--- src/esl_pkg.sv ---
// Purpose: shared constants and types for the scanner status indicator block
// Assumes: 100 MHz system clock, millisecond timebase derived by prescaler
// Notes: register offsets are byte addresses of 32-bit words
package esl_pkg;

	// ------------------------------------------------------------
	// clock and time
	// ------------------------------------------------------------
	localparam int CLK_PERIOD_NS = 10;
	localparam int TICK_PERIOD_NS = 1000000;
	localparam int PRESCALE_DEFAULT = TICK_PERIOD_NS / CLK_PERIOD_NS;
	localparam int PRE_W = 17;
	localparam int BLINK_HALF_MS = 500;
	localparam int BLINK_PERIOD_MS = 2 * BLINK_HALF_MS;
	localparam int SELFTEST_STEP_MS = 250;
	localparam int FLICKER_HALF_MS = 50;
	localparam int FLICKER_PERIOD_MS = 2 * FLICKER_HALF_MS;
	localparam int BLINK_W = 10;
	localparam int STEP_W = 8;
	localparam int FLK_W = 7;
	localparam logic [BLINK_W-1:0] BLINK_LAST = BLINK_W'(BLINK_PERIOD_MS - 1);
	localparam logic [BLINK_W-1:0] BLINK_ON_LIMIT = BLINK_W'(BLINK_HALF_MS);
	localparam logic [STEP_W-1:0] STEP_LAST = STEP_W'(SELFTEST_STEP_MS - 1);
	localparam logic [FLK_W-1:0] FLK_LOAD = FLK_W'(FLICKER_PERIOD_MS);
	localparam logic [FLK_W-1:0] FLK_ON_ABOVE = FLK_W'(FLICKER_HALF_MS);

	// ------------------------------------------------------------
	// register map
	// ------------------------------------------------------------
	localparam int ADDR_W = 8;
	localparam logic [ADDR_W-1:0] REG_CTRL = 8'h00;
	localparam logic [ADDR_W-1:0] REG_STATUS = 8'h04;
	localparam logic [ADDR_W-1:0] REG_IRQ_STATUS = 8'h08;
	localparam logic [ADDR_W-1:0] REG_IRQ_MASK = 8'h0c;
	localparam int CTRL_ENABLE_BIT = 0;
	localparam logic CTRL_ENABLE_RESET = 1'h1;
	localparam int IRQ_W = 4;
	localparam int IRQ_SELFTEST_DONE = 0;
	localparam int IRQ_UNRECOVERABLE = 1;
	localparam int IRQ_DUPLICATE_IP = 2;
	localparam int IRQ_OWNER_TIMEOUT = 3;
	localparam logic [IRQ_W-1:0] IRQ_MASK_RESET = 4'h0;
	localparam int STS_MS_LSB = 0;
	localparam int STS_NS_LSB = 2;
	localparam int STS_LINK_LSB = 4;
	localparam int STS_ACT_LSB = 6;
	localparam int STS_STATE_LSB = 8;
	localparam int STS_EO_BIT = 11;

	// ------------------------------------------------------------
	// self-test sequencer
	// ------------------------------------------------------------
	typedef enum logic [2:0] {
		ST_MS_GREEN = 3'h0,
		ST_MS_RED = 3'h1,
		ST_NS_GREEN = 3'h2,
		ST_NS_RED = 3'h3,
		ST_HOLD = 3'h4,
		ST_RUN = 3'h5
	} esl_seq_t;

endpackage : esl_pkg

--- src/esl_status_leds.sv ---
// Purpose: module, network, link and activity indicator pattern generator
// Assumes: all status inputs come from logic on clk_sys
// Notes: plain register port, read data one cycle after the read strobe
//
// The placing of the registers and the address-and-strobe port were decided locally.
`timescale 1ns/10ps
`default_nettype none

// Summary of operation
// - module indicator steady green while device operates correctly
// - module indicator flashes green at 1 Hz while unconfigured
// - self-test runs module sequence first, network indicator off meanwhile
// - module self-test: green 250 ms, red 250 ms, green until test done
// - network self-test: green 250 ms, red 250 ms, off until test done
// - recoverable fault blinks module indicator red at 1 Hz
// - unrecoverable fault shows module indicator steady red
// - network steady green with IP, a connection, no owner timeout
// - network flashes green at 1 Hz with IP but no connection
// - network blinks red at 1 Hz after an owner connection timeout
// - steady green returns only once all timed-out owners re-established; here eoLatch clears when cipConnected is high and ownerTimedOut low
// - duplicate IP shows network indicator steady red
// - network indicator dark after self-test whenever no IP address is assigned
// - link indicator of each port lit while that port has link
// - activity indicator flickers on frames, dark otherwise
// - 1 Hz pattern is 500 ms on then 500 ms off
// - activity flicker 50 ms on, 50 ms off, retriggered by frames
module esl_status_leds #(
	parameter int PRESCALE_CYCLES = esl_pkg::PRESCALE_DEFAULT
) (
	// clock and reset
	input wire logic clk_sys,
	input wire logic reset,
	// register port
	input wire logic [esl_pkg::ADDR_W-1:0] regAddr,
	input wire logic [31:0] regWrData,
	input wire logic regWrite,
	input wire logic regRead,
	output logic [31:0] regRdData,
	output logic irq,
	// device state
	input wire logic powerUpDone,
	input wire logic configured,
	input wire logic operational,
	input wire logic recoverableFault,
	input wire logic unrecoverableFault,
	input wire logic ipSet,
	input wire logic cipConnected,
	input wire logic ownerTimedOut,
	input wire logic duplicateIp,
	input wire logic [1:0] linkUp,
	input wire logic [1:0] frameSeen,
	// indicators
	output logic msGreen,
	output logic msRed,
	output logic nsGreen,
	output logic nsRed,
	output logic [1:0] portLinkLed,
	output logic [1:0] frameActivityLed
);
	import esl_pkg::*;

	// ------------------------------------------------------------
	// state
	// ------------------------------------------------------------
	typedef struct packed {
		logic [PRE_W-1:0] preCnt;
		logic msTick;
		logic [BLINK_W-1:0] blinkMs;
		logic [STEP_W-1:0] stepMs;
		esl_seq_t seq;
		logic [1:0][FLK_W-1:0] actCnt;
		logic [1:0] actPend;
		logic eoLatch;
		logic enable;
		logic [IRQ_W-1:0] irqStatus;
		logic [IRQ_W-1:0] irqMask;
		logic [2:0] prevEvt;
		logic [31:0] rdData;
		logic irq;
		logic msG;
		logic msR;
		logic nsG;
		logic nsR;
		logic [1:0] link;
		logic [1:0] act;
	} esl_state_t;

	localparam logic [PRE_W-1:0] PRE_LAST = PRE_W'(PRESCALE_CYCLES - 1);

	esl_state_t state_reg;
	esl_state_t state_next;

	function automatic logic eslRise(input logic prev, input logic cur);
		return cur & ~prev;
	endfunction : eslRise

	logic blinkOn;
	logic [IRQ_W-1:0] evt;
	logic [31:0] statusWord;

	// ------------------------------------------------------------
	// next state
	// ------------------------------------------------------------
	always_comb begin
		state_next = state_reg;
		// millisecond timebase and 1 Hz phase
		state_next.msTick = 1'b0;
		if (state_reg.preCnt == PRE_LAST) begin
			state_next.preCnt = '0;
			state_next.msTick = 1'b1;
		end else begin
			state_next.preCnt = state_reg.preCnt + PRE_W'(1);
		end
		if (state_reg.msTick) begin
			if (state_reg.blinkMs == BLINK_LAST) begin
				state_next.blinkMs = '0;
			end else begin
				state_next.blinkMs = state_reg.blinkMs + BLINK_W'(1);
			end
		end
		blinkOn = state_reg.blinkMs < BLINK_ON_LIMIT;

		// power-up lamp sequence
		if (state_reg.msTick && state_reg.seq < ST_HOLD) begin
			if (state_reg.stepMs == STEP_LAST) begin
				state_next.stepMs = '0;
			end else begin
				state_next.stepMs = state_reg.stepMs + STEP_W'(1);
			end
		end
		unique case (state_reg.seq)
			ST_MS_GREEN: begin
				if (state_reg.msTick && state_reg.stepMs == STEP_LAST) begin
					state_next.seq = ST_MS_RED;
				end
			end
			ST_MS_RED: begin
				if (state_reg.msTick && state_reg.stepMs == STEP_LAST) begin
					state_next.seq = ST_NS_GREEN;
				end
			end
			ST_NS_GREEN: begin
				if (state_reg.msTick && state_reg.stepMs == STEP_LAST) begin
					state_next.seq = ST_NS_RED;
				end
			end
			ST_NS_RED: begin
				if (state_reg.msTick && state_reg.stepMs == STEP_LAST) begin
					state_next.seq = ST_HOLD;
				end
			end
			ST_HOLD: begin
				if (powerUpDone) begin
					state_next.seq = ST_RUN;
				end
			end
			ST_RUN: begin
				state_next.seq = ST_RUN;
			end
			default: begin
				state_next.seq = ST_MS_GREEN;
			end
		endcase

		// owner timeout stays latched until connections are back
		if (ownerTimedOut) begin
			state_next.eoLatch = 1'b1;
		end else if (cipConnected) begin
			state_next.eoLatch = 1'b0;
		end

		// module indicator
		state_next.msG = 1'b0;
		state_next.msR = 1'b0;
		if (state_reg.seq != ST_RUN) begin
			state_next.msG = state_reg.seq != ST_MS_RED;
			state_next.msR = state_reg.seq == ST_MS_RED;
		end else if (unrecoverableFault) begin
			state_next.msR = 1'b1;
		end else if (recoverableFault) begin
			state_next.msR = blinkOn;
		end else if (!configured) begin
			state_next.msG = blinkOn;
		end else if (operational) begin
			state_next.msG = 1'b1;
		end

		// network indicator
		state_next.nsG = 1'b0;
		state_next.nsR = 1'b0;
		if (state_reg.seq != ST_RUN) begin
			state_next.nsG = state_reg.seq == ST_NS_GREEN;
			state_next.nsR = state_reg.seq == ST_NS_RED;
		end else if (!ipSet) begin
			state_next.nsG = 1'b0;
		end else if (duplicateIp) begin
			state_next.nsR = 1'b1;
		end else if (state_reg.eoLatch || ownerTimedOut) begin
			state_next.nsR = blinkOn;
		end else if (cipConnected) begin
			state_next.nsG = 1'b1;
		end else begin
			state_next.nsG = blinkOn;
		end

		// link and activity per port
		for (int p = 0; p < 2; p++) begin
			state_next.link[p] = linkUp[p];
			state_next.actPend[p] = state_reg.actPend[p] | frameSeen[p];
			if (state_reg.actCnt[p] == '0) begin
				if (state_reg.actPend[p] || frameSeen[p]) begin
					state_next.actCnt[p] = FLK_LOAD;
					state_next.actPend[p] = 1'b0;
				end
			end else if (state_reg.msTick) begin
				state_next.actCnt[p] = state_reg.actCnt[p] - FLK_W'(1);
			end
			state_next.act[p] = state_next.actCnt[p] > FLK_ON_ABOVE;
		end

		// software enable darkens all indicators
		if (!state_reg.enable) begin
			state_next.msG = 1'b0;
			state_next.msR = 1'b0;
			state_next.nsG = 1'b0;
			state_next.nsR = 1'b0;
			state_next.link = 2'h0;
			state_next.act = 2'h0;
		end

		// events: set wins over a write-one clear
		evt = '0;
		evt[IRQ_SELFTEST_DONE] = state_reg.seq == ST_HOLD && powerUpDone;
		evt[IRQ_UNRECOVERABLE] = eslRise(state_reg.prevEvt[0], unrecoverableFault);
		evt[IRQ_DUPLICATE_IP] = eslRise(state_reg.prevEvt[1], duplicateIp);
		evt[IRQ_OWNER_TIMEOUT] = eslRise(state_reg.prevEvt[2], ownerTimedOut);
		state_next.prevEvt = {ownerTimedOut, duplicateIp, unrecoverableFault};

		// register writes
		if (regWrite) begin
			unique case (regAddr)
				REG_CTRL: state_next.enable = regWrData[CTRL_ENABLE_BIT];
				REG_IRQ_STATUS: state_next.irqStatus = state_reg.irqStatus & ~regWrData[IRQ_W-1:0];
				REG_IRQ_MASK: state_next.irqMask = regWrData[IRQ_W-1:0];
				default: state_next.irqMask = state_reg.irqMask;
			endcase
		end
		state_next.irqStatus = state_next.irqStatus | evt;
		state_next.irq = |(state_next.irqStatus & state_next.irqMask);

		// register reads
		statusWord = '0;
		statusWord[STS_MS_LSB +: 2] = {state_reg.msR, state_reg.msG};
		statusWord[STS_NS_LSB +: 2] = {state_reg.nsR, state_reg.nsG};
		statusWord[STS_LINK_LSB +: 2] = state_reg.link;
		statusWord[STS_ACT_LSB +: 2] = state_reg.act;
		statusWord[STS_STATE_LSB +: 3] = state_reg.seq;
		statusWord[STS_EO_BIT] = state_reg.eoLatch;
		state_next.rdData = '0;
		if (regRead) begin
			unique case (regAddr)
				REG_CTRL: state_next.rdData = {31'h0, state_reg.enable};
				REG_STATUS: state_next.rdData = statusWord;
				REG_IRQ_STATUS: state_next.rdData = {28'h0, state_reg.irqStatus};
				REG_IRQ_MASK: state_next.rdData = {28'h0, state_reg.irqMask};
				default: state_next.rdData = '0;
			endcase
		end
	end

	// ------------------------------------------------------------
	// registers
	// ------------------------------------------------------------
	always_ff @(posedge clk_sys) begin
		if (reset) begin
			state_reg <= '0;
			state_reg.seq <= ST_MS_GREEN;
			state_reg.enable <= CTRL_ENABLE_RESET;
			state_reg.irqMask <= IRQ_MASK_RESET;
		end else begin
			state_reg <= state_next;
		end
	end

	assign regRdData = state_reg.rdData;
	assign irq = state_reg.irq;
	assign msGreen = state_reg.msG;
	assign msRed = state_reg.msR;
	assign nsGreen = state_reg.nsG;
	assign nsRed = state_reg.nsR;
	assign portLinkLed = state_reg.link;
	assign frameActivityLed = state_reg.act;
endmodule : esl_status_leds

`default_nettype wire

--- config.mk ---
export PLATFORM = sky130hd
export DESIGN_NAME = esl_status_leds
export DESIGN_NICKNAME = d
export VERILOG_FILES = /design/src/esl_pkg.sv /design/src/esl_status_leds.sv
export SDC_FILE = /design/constraint.sdc
export NUM_CORES = 1
export LEC_CHECK = 0
export ABC_AREA = 1
export ABC_CLOCK_PERIOD_IN_PS = 1660
export BUFFER_PORTS_ARGS = -buffer_cell sky130_fd_sc_hd__clkbuf_2
export CAP_MARGIN = 30
export CORE_ASPECT_RATIO = 0.5
export CORE_MARGIN = 4
export CORE_UTILIZATION = 30
export DETAILED_ROUTE_END_ITERATION = 12
export GPL_ROUTABILITY_DRIVEN = 0
export GPL_TIMING_DRIVEN = 0
export PLACE_DENSITY_LB_ADDON = 0.1
export SLEW_MARGIN = 30
export SYNTH_ARGS = -nofsm -noshare
export SYNTH_HDL_FRONTEND = slang
export SYNTH_SLANG_ARGS = --single-unit
--- constraint.sdc ---
create_clock -name clk_sys -period 1.66 [get_ports clk_sys]
set_clock_uncertainty 0.15 [all_clocks]
set_input_delay 0.083 -clock clk_sys [delete_from_list [all_inputs] [get_ports clk_sys]]
set_output_delay 0.083 -clock clk_sys [all_outputs]
set_load 0.02 [all_outputs]
==> results of run 1 <==
## worst register-to-register path: cells and delay by family (launching register included)
| family | cells | cell delay [ps] |
|---|---|---|
| AOI/OAI and AO/OA | 2 | 220 |
| adders and majority gates | 1 | 190 |
| buffers and inverters | 3 | 220 |
| DFF | 1 | 330 |
| and+or+nand+nor | 6 | 410 |
## how the worst max path moves through the flow
stage | from | endpoint | depth (start not counted)
after CTS | state_reg[56]$_SDFF_PP0_ | frameActivityLed[0]$_SDFF_PP0_ | 12
after global routing | state_reg[56]$_SDFF_PP0_ | frameActivityLed[0]$_SDFF_PP0_ | 12
final | state_reg[57]$_SDFF_PP0_ | frameActivityLed[0]$_SDFF_PP0_ | 12
after detailed placement | state_reg[56]$_SDFF_PP0_ | frameActivityLed[0]$_SDFF_PP0_ | 12
after global placement | state_reg[56]$_SDFF_PP0_ | frameActivityLed[0]$_SDFF_PP0_ | 12
after floorplan | state_reg[92]$_SDFF_PP0_ | state_reg[106]$_SDFF_PP0_ | 8
## cell type report
cell class | count | area (sq um) | area share
Buffer | 47 | 339.1 | 0.05484
Clock buffer | 10 | 239.0 | 0.03865
Clock inverter | 6 | 66.31 | 0.01072
Inverter | 77 | 289.0 | 0.04674
Multi-Input combinational cell | 431 | 2500 | 0.4043
Sequential cell | 89 | 1812 | 0.2930
Tap cell | 198 | 247.7 | 0.04006
Timing Repair Buffer | 96 | 690.7 | 0.1117
## power by group
part / switching [mW] / internal, mW / total (mW)
combinational: 0.581 / 0.488 / 1.07
clock: 0.876 / 1.21 / 2.09
sequential: 0.0841 / 2.23 / 2.31
## cells by family (layout without fill, tap and decap cells)
family                   after synthesis  count (layout)
AND/OR/NAND/NOR                      329             330
other                                  1              20
adder cells (fa/ha/maj)                8               8
AO/OA/AOI/OAI                         56              56
XOR/XNOR                              17              17
flip-flops                            89              89
buffers and inverters                124             236
## layer usage
layer / track usage / wire length [um] / vias up
li1: - / - / 2167
met1: 0.1589 / 5335 / 1806
met2: 0.2133 / 5087 / 65
met3: 0.03501 / 418 / 8
met4: 0.03433 / 80 / 0
met5: 0 / 0 / -
## cells in the final DEF (no fill, tap or decap), types with 10 or more instances in the layout
master,instances
clkbuf_2,48
buf_4,60
inv_1,63
xor2_1,13
nor2_2,12
nor2_1,78
conb_1,20
nand2_2,11
dfxtp_1,73
a21oi_1,23
dfxtp_2,12
nand2_1,127
o21ai_0,12
dlygate4sd3_1,25
clkbuf_16,10
inv_2,14
nor3_1,12
nand3_1,26
## through the flow
step	setup TNS, ps	cells	instance area, sq um	setup WS, ps	power, mW
after floorplan	0	643	4563	61.70	2.916
after global placement	-5443	888	5046	-256.3	3.110
after detailed placement	-4366	888	5046	-255.0	3.105
after CTS	-47.55	947	5833	-40.43	5.388
after global routing	-414.0	954	6183	-96.44	5.769
final	0	954	6183	24.26	5.469
## timing repair
item,CTS,global route
setup endpoints to repair,24,38
hold buffers,25,0
resized for setup,35,81
pin swaps,14,27
setup buffers,17,6
endpoints found under the hold margin,31,0
cloned,1,1
==> flow_summary.ini, run 1 <==
[timing]
hold-worst-slack_ps = 32.57
drv_slew = 0
tightest_slew_ps = 678.3
fin_crit_sh = 0.9854
clock.fmax_mhz = 611.3
finalCriticalPeriod_ps = 1636
finalHoldViolCount = 0
relSlewSlack = 0.5478
final-setup-viol-count = 0
grt_setup_unrepaired = true

[worst_setup_path]
worstReg2RegEnd = frameActivityLed[0]$_SDFF_PP0_
cp-end-kind = flop
regToRegSetupSlack_ps = 20
path_class = flop to flop
crit_path_cell_trace = inv_2 -> buf_4 -> ha_2 -> inv_1 -> nand2_1 -> nand2_1 -> nand2_1 -> nand2_1 -> a21oi_1 -> nand3_1 -> nand2_1 -> a21oi_1
slowest_stage = dfxtp_2
path_max_fanout = 4
crit_top_cell = nand2_1
cp-start-kind = flop
cpPeakStageDelay_ps = 330
crit_arrival_ps = 1700
reg2reg_depth = 12
reg2reg_from = state_reg[57]$_SDFF_PP0_
required_ps = 1730
critPathTopFamily = simple AND/OR/NAND/NOR gates
crit_buf_inv = 3

[clocking]
cts_tree = done
clockBufferDepth = 2
cts.sinks = 89
ctsHtreeMaxLevel = 3
clock_latency_ps = 340
clk_pin_slew_worst_paths_ps = 70
cts_buffers = 9
cts-root-buf = clkbuf_16

[yosys]
yosysWarningCount = 0
synthMuxAreaShare = 0
syn_avg_cell_area_sq_um = 7.198
yosys-top-cells-count = nand2_1 (137), nor2_1 (91), dfxtp_1 (89)
syn_inst = 624
yosys.area_share.adder = 0.02228
yosysSeqAreaShare = 0.3967
yosysMostFrequentCell = nand2_1
synth-compound-area-share = 0.07326
syn_area_sq_um = 4492
synth.top_cell.area_share = 0.3967
yosys.area_share.simple = 0.3368
synthTopCellsByArea = dfxtp_1 (40%), nand2_1 (11%), nor2_1 (7.6%)
async_flop_share = 0
ys.flop_type = dfxtp_1
synth_top_area_cell = dfxtp_1
synth_xor_area_frac = 0.03315
synth_edf_count = 0
yosys_register_bits = 89
synth_cell_types = 42
synth_top_family_by_area = simple AND/OR/NAND/NOR gates

[place]
port-buffer-count = 47
hpwl_um = 7620

[floorplanning]
start_util = 0.3088
row_count = 31
coreArea_sq_um = 14550
pin_count = 98
dieWidth_um = 181.0
fp.dieH_um = 94.53
die_area_sq_um = 17110

[pwr]
ir_drop_v = 0.0004843
p_leak_nw = 2.834
power.density_nw_per_um2 = 884.4

[layout]
areaGrowthSynthToFinish_pct = 37.66
fillCellCount = 1507
drive_gt1_frac = 0.3175
largest_register_ffs = 68
fin_nets = 816
fin_util = 0.4251
n_antenna_cell = 0

[routing]
drt_first_pass_iters = 6
drt-total-wl_um = 10920
num_vias = 4046
wl_per_cell_um = 11.45
drc = 0
drtAntennaViolNets = 0
via_per_inst = 4.241
drt_iter0_drc = 118

[global_route]
grt_max_degree = 16
gr-total-overflow = 0
antenna_found_initial = 0
grt_pass1_wl_um = 17400
grt_use_total = 0.1255
first_global_vias = 3721

[flow_run]
cap_viol_max_count = 0

[hold_path]
holdPathStages = 4
hp-class = input pin to flop
min_to = state_reg[52]$_SDFFE_PP1P_
holdCritStartpoint = regAddr[2]

[outcome]
status = completed
Note: power is estimated with default switching activity, not from simulation.
==> run 2, diff against run 1 <==
- PLACE_DENSITY_LB_ADDON: 0.1 -> 0.12
==> flow_summary.ini, run 2 (same netlist as run 1, synthesis figures left out) <==
[floorplanning]
coreArea_sq_um = 14550
dieWidth_um = 181.0
start_util = 0.3088
pin_count = 98
row_count = 31
die_area_sq_um = 17110
fp.dieH_um = 94.53

[pwr]
power.density_nw_per_um2 = 896.4
ir_drop_v = 0.0004468
fin_total_pwr_mw = 5.549
p_leak_nw = 2.868

[timing]
final-setup-viol-count = 0
finalCriticalPeriod_ps = 1646
finalHoldViolCount = 0
clock.fmax_mhz = 607.6
fin_crit_sh = 0.9915
grt_setup_unrepaired = true
drv_slew = 0
tightest_slew_ps = 705.4
relSlewSlack = 0.5297
hold-worst-slack_ps = 9.563

[worst_setup_path]
path_class = flop to flop
reg2reg_from = state_reg[57]$_SDFF_PP0_
slowest_stage = dfxtp_2
reg2reg_depth = 12
crit_path_cell_trace = inv_2 -> ha_4 -> inv_2 -> nor2_4 -> nand3_4 -> nor2_4 -> nor2_1 -> nand2_1 -> nand2_2 -> nor2_2 -> nand2_1 -> a21oi_2
cp-end-kind = flop
crit_arrival_ps = 1770
required_ps = 1790
cpPeakStageDelay_ps = 330
path_max_fanout = 5
regToRegSetupSlack_ps = 10
worstReg2RegEnd = frameActivityLed[0]$_SDFF_PP0_
cp-start-kind = flop

[hold_path]
holdCritStartpoint = regWrite
min_to = state_reg[44]$_SDFF_PP0_
hp-class = input pin to flop
holdPathStages = 3

[clocking]
cts.sinks = 89
cts_buffers = 9
clock_latency_ps = 340
clockBufferDepth = 2
cts-root-buf = clkbuf_16
clk_pin_slew_worst_paths_ps = 70
cts_tree = done
ctsHtreeMaxLevel = 3

[layout]
stdcell_area_sq_um = 6191
drive_gt1_frac = 0.3223
fin_nets = 817
n_antenna_cell = 0
areaGrowthSynthToFinish_pct = 37.83
final_common_cell = nand2_1
largest_register_ffs = 68
final_cell_mix = nand2_1 (126), nor2_1 (79), dfxtp_1 (77)

[routing]
drt_first_pass_iters = 4
drt-total-wl_um = 10990
num_vias = 4076
wl_per_cell_um = 11.51
drt_iter0_drc = 183
via_per_inst = 4.268
drtAntennaViolNets = 0
drc = 0

[place]
place_area_sq_um = 5046
hpwl_um = 7658
port-buffer-count = 47

[global_route]
grt_use_total = 0.1285
antenna_found_initial = 0
grt_max_degree = 16
grt_pass1_wl_um = 18000
first_global_vias = 3871
gr-total-overflow = 0

[outcome]
status = completed

[flow_run]
cap_viol_max_count = 0
==> run 2: layout make-up <==
| cell class | count | area [sq um] |
|---|---|---|
| repair buffers | 97 | 696.9 |
| clock inverters | 5 | 62.56 |
| multi-input cells | 431 | 2497 |
| clock buffers | 11 | 252.7 |
| plain buffers | 47 | 336.6 |
| fillers | 1534 | 8354 |
| inverters | 77 | 292.8 |
| well taps | 198 | 247.7 |
| flip-flops and latches | 89 | 1804 |
==> run 2: report_power, final <==
group | leakage [nW] | total (mW) | switching [mW] | internal (mW)
clock | 0.148 | 2.15 | 0.893 | 1.26
sequential | 0.729 | 2.31 | 0.0817 | 2.23
combinational | 1.99 | 1.09 | 0.623 | 0.465
==> run 2: worst max path at each step <==
stage                        startpoint                             end  cells after the start
2_1_floorplan  state_reg[92]$_SDFF_PP0_       state_reg[106]$_SDFF_PP0_                      8
3_3_place_gp   state_reg[56]$_SDFF_PP0_  frameActivityLed[0]$_SDFF_PP0_                     12
3_5_place_dp   state_reg[56]$_SDFF_PP0_  frameActivityLed[0]$_SDFF_PP0_                     12
4_1_cts        state_reg[56]$_SDFF_PP0_  frameActivityLed[0]$_SDFF_PP0_                     12
5_1_grt        state_reg[56]$_SDFF_PP0_  frameActivityLed[0]$_SDFF_PP0_                     12
6_report       state_reg[57]$_SDFF_PP0_  frameActivityLed[0]$_SDFF_PP0_                     12
==> run 2: critical path, delay by kind of cell, from the launching register on <==
family	cells	cell delay, ps
buffers and inverters	2	110
AO/OA/AOI/OAI	1	110
AND/OR/NAND/NOR	8	750
adder cells (fa/ha/maj)	1	130
flip-flops	1	330
==> run 2: through the flow <==
step           setup WS [ps]    util  TNS [ps]  cells
2_1_floorplan          61.70       -         0    643
3_3_place_gp          -249.6  0.3469     -4931    888
3_5_place_dp          -244.9  0.3469     -4086    888
4_1_cts               -53.31  0.3986    -53.31    941
5_1_grt               -112.0  0.4256     -1219    955
6_report               14.18  0.4256         0    955
==> run 2: repair_timing <==
action	4_1_cts	5_1_grt
hold buffers	21	0
endpoints found under the setup margin	26	41
endpoints found under the hold margin	30	0
resized for setup	37	73
pin swaps	12	25
setup buffers	15	13
gates cloned	1	1
==> run 2: metal layers <==
metal,global-route usage,part of all wire,vias to the layer above,routed length (um)
met5,0,0,-,0
met4,0.04182,0.014,0,158
met3,0.03463,0.043,16,473
met2,0.2186,0.48,63,5250
met1,0.1608,0.46,1828,5110
li1,-,-,2169,-
==> run 3, diff against run 2 <==
- CELL_PAD_IN_SITES_DETAIL_PLACEMENT: default -> 1
- CELL_PAD_IN_SITES_GLOBAL_PLACEMENT: default -> 1
- CORE_MARGIN: 4 -> 3
==> flow_summary.ini, run 3 (same netlist as run 1, synthesis figures left out) <==
[global_route]
first_global_vias = 4218
gr-total-overflow = 0
met1_usage = 0.1834
grtUsageMet2 = 0.2610
grt_pass1_wl_um = 19680
met3_usage = 0.03808
grt_use_total = 0.1488
grt_busiest_layer = met2
grt_max_degree = 19
antenna_found_initial = 0

[place]
hpwl_um = 8585
place_area_sq_um = 5039
port-buffer-count = 47

[worst_setup_path]
cp-start-kind = flop
reg2reg_from = state_reg[92]$_SDFF_PP0_
path_depth = 8
crit_buf_inv = 0
slowest_stage = dfxtp_4
startpoint = state_reg[92]$_SDFF_PP0_
critPathTopFamily = simple AND/OR/NAND/NOR gates
path_max_fanout = 3
crit_path_cell_trace = ha_4 -> nand2_4 -> nor3_4 -> nand3_2 -> nor2_4 -> nand2_2 -> or2_1 -> a21oi_2
path_class = flop to flop
cpPeakStageDelay_ps = 370
regToRegSetupSlack_ps = -10
critical_path.endpoint = state_reg[106]$_SDFF_PP0_
required_ps = 1790
crit_arrival_ps = 1800
reg2reg_depth = 8
cp-end-kind = flop
worstReg2RegEnd = state_reg[106]$_SDFF_PP0_

[clocking]
ctsHtreeMaxLevel = 3
cts.sinks = 89
cts_buffers = 9
cts_tree = done
cts-root-buf = clkbuf_16
clock_latency_ps = 350
clockBufferDepth = 2
clk_pin_slew_worst_paths_ps = 80

[timing]
drv_slew = 0
fin_crit_sh = 1.006
clock.fmax_mhz = 598.7
relSlewSlack = 0.5469
finalCriticalPeriod_ps = 1670
grt_setup_unrepaired = true
fin_ws_ps = -10.38
final-setup-viol-count = 2
finalHoldViolCount = 0
tightest_slew_ps = 679.7

[floorplanning]
row_count = 30
coreArea_sq_um = 14080
die_area_sq_um = 16570
fp.dieH_um = 92.53
dieWidth_um = 179.0
pin_count = 98
start_util = 0.3191

[routing]
num_vias = 4261
drt-total-wl_um = 12590
drc = 0
via_per_inst = 4.452
wl_per_cell_um = 13.16
drt_iter0_drc = 143
drtAntennaViolNets = 0
drt_first_pass_iters = 4

[pwr]
ir_drop_v = 0.0005552
p_leak_nw = 2.929
power.density_nw_per_um2 = 882.7

[layout]
final_common_cell = nand2_1
fin_util = 0.4444
stdcell_area_sq_um = 6256
largest_register_ffs = 68
drive_gt1_frac = 0.3490
fin_nets = 825
areaGrowthSynthToFinish_pct = 39.28
final_cell_mix = nand2_1 (122), nor2_1 (77), buf_4 (73)
n_antenna_cell = 0

[outcome]
violations = setup timing
status = finished, violations left

[hold_path]
hp-class = input pin to flop
holdCritStartpoint = regWrite

[flow_run]
cap_viol_max_count = 0
==> run 3: cell types whose count changed in the layout (fill, tap and decap cells not counted), moves of 4 or more <==
cell / change
buf_4: +8
nand2_1: -4
dfxtp_2: +7
dfxtp_1: -7
nand2_2: +6
==> run 3: final cells by class <==
cell class,count,area [sq um]
clock inverters,7,71.32
plain buffers,47,340.3
flip-flops and latches,89,1813
fillers,1760,7820
clock buffers,9,225.2
multi-input cells,431,2539
inverters,77,296.5
repair buffers,105,730.7
well taps,192,240.2
==> run 3: stage by stage <==
stage	setup TNS, ps	hold slack [ps]	total power, mW	std cells	setup slack, ps
floorplan	0	36.78	2.916	643	61.70
global placement	-3633	138.5	3.116	882	-288.6
detailed placement	-3757	145.3	3.124	882	-279.7
CTS	-142.5	3.192	5.371	941	-77.36
global route	-649.1	31.64	5.835	957	-105.7
finish	-14.98	10.38	5.522	957	-10.38
==> run 3: metal layers <==
metal,up-vias,share of wire
met3,10,0.037
met4,0,0.0081
met2,61,0.49
met1,2002,0.46
li1,2188,-
met5,-,0
==> run 3: how the worst min path moves through the flow <==
stage               depth (start not counted)                    endpoint
CTS                                         3    state_reg[47]$_SDFF_PP0_
global placement                            3   portLinkLed[1]$_SDFF_PP0_
finish                                      3    state_reg[47]$_SDFF_PP0_
global route                                3    state_reg[45]$_SDFF_PP0_
floorplan                                   1  state_reg[53]$_SDFFE_PP0P_
detailed placement                          3   portLinkLed[0]$_SDFF_PP0_
==> run 3: power by group <==
group / switching (mW) / internal (mW) / total [mW] / leakage (nW)
Combinational: 0.655 / 0.503 / 1.16 / 2.05
Clock: 0.984 / 1.06 / 2.04 / 0.145
Sequential: 0.0940 / 2.23 / 2.32 / 0.733
Total: 1.73 / 3.79 / 5.52 / 2.93
==> run 3: worst register-to-register path: stages (launching register included) <==
cell	delay (ps)
dfxtp_4	370
ha_4	140
nand2_4	60
nor3_4	150
nand3_2	150
nor2_4	160
nand2_2	60
or2_1	240
a21oi_2	130
==> run 3: repair_timing <==
item,in CTS,in global routing
resized for setup,35,101
setup buffers,21,16
hold buffers,21,0
hold endpoints to repair,30,0
gates cloned,1,0
pin swaps,18,34
setup endpoints to repair,28,41
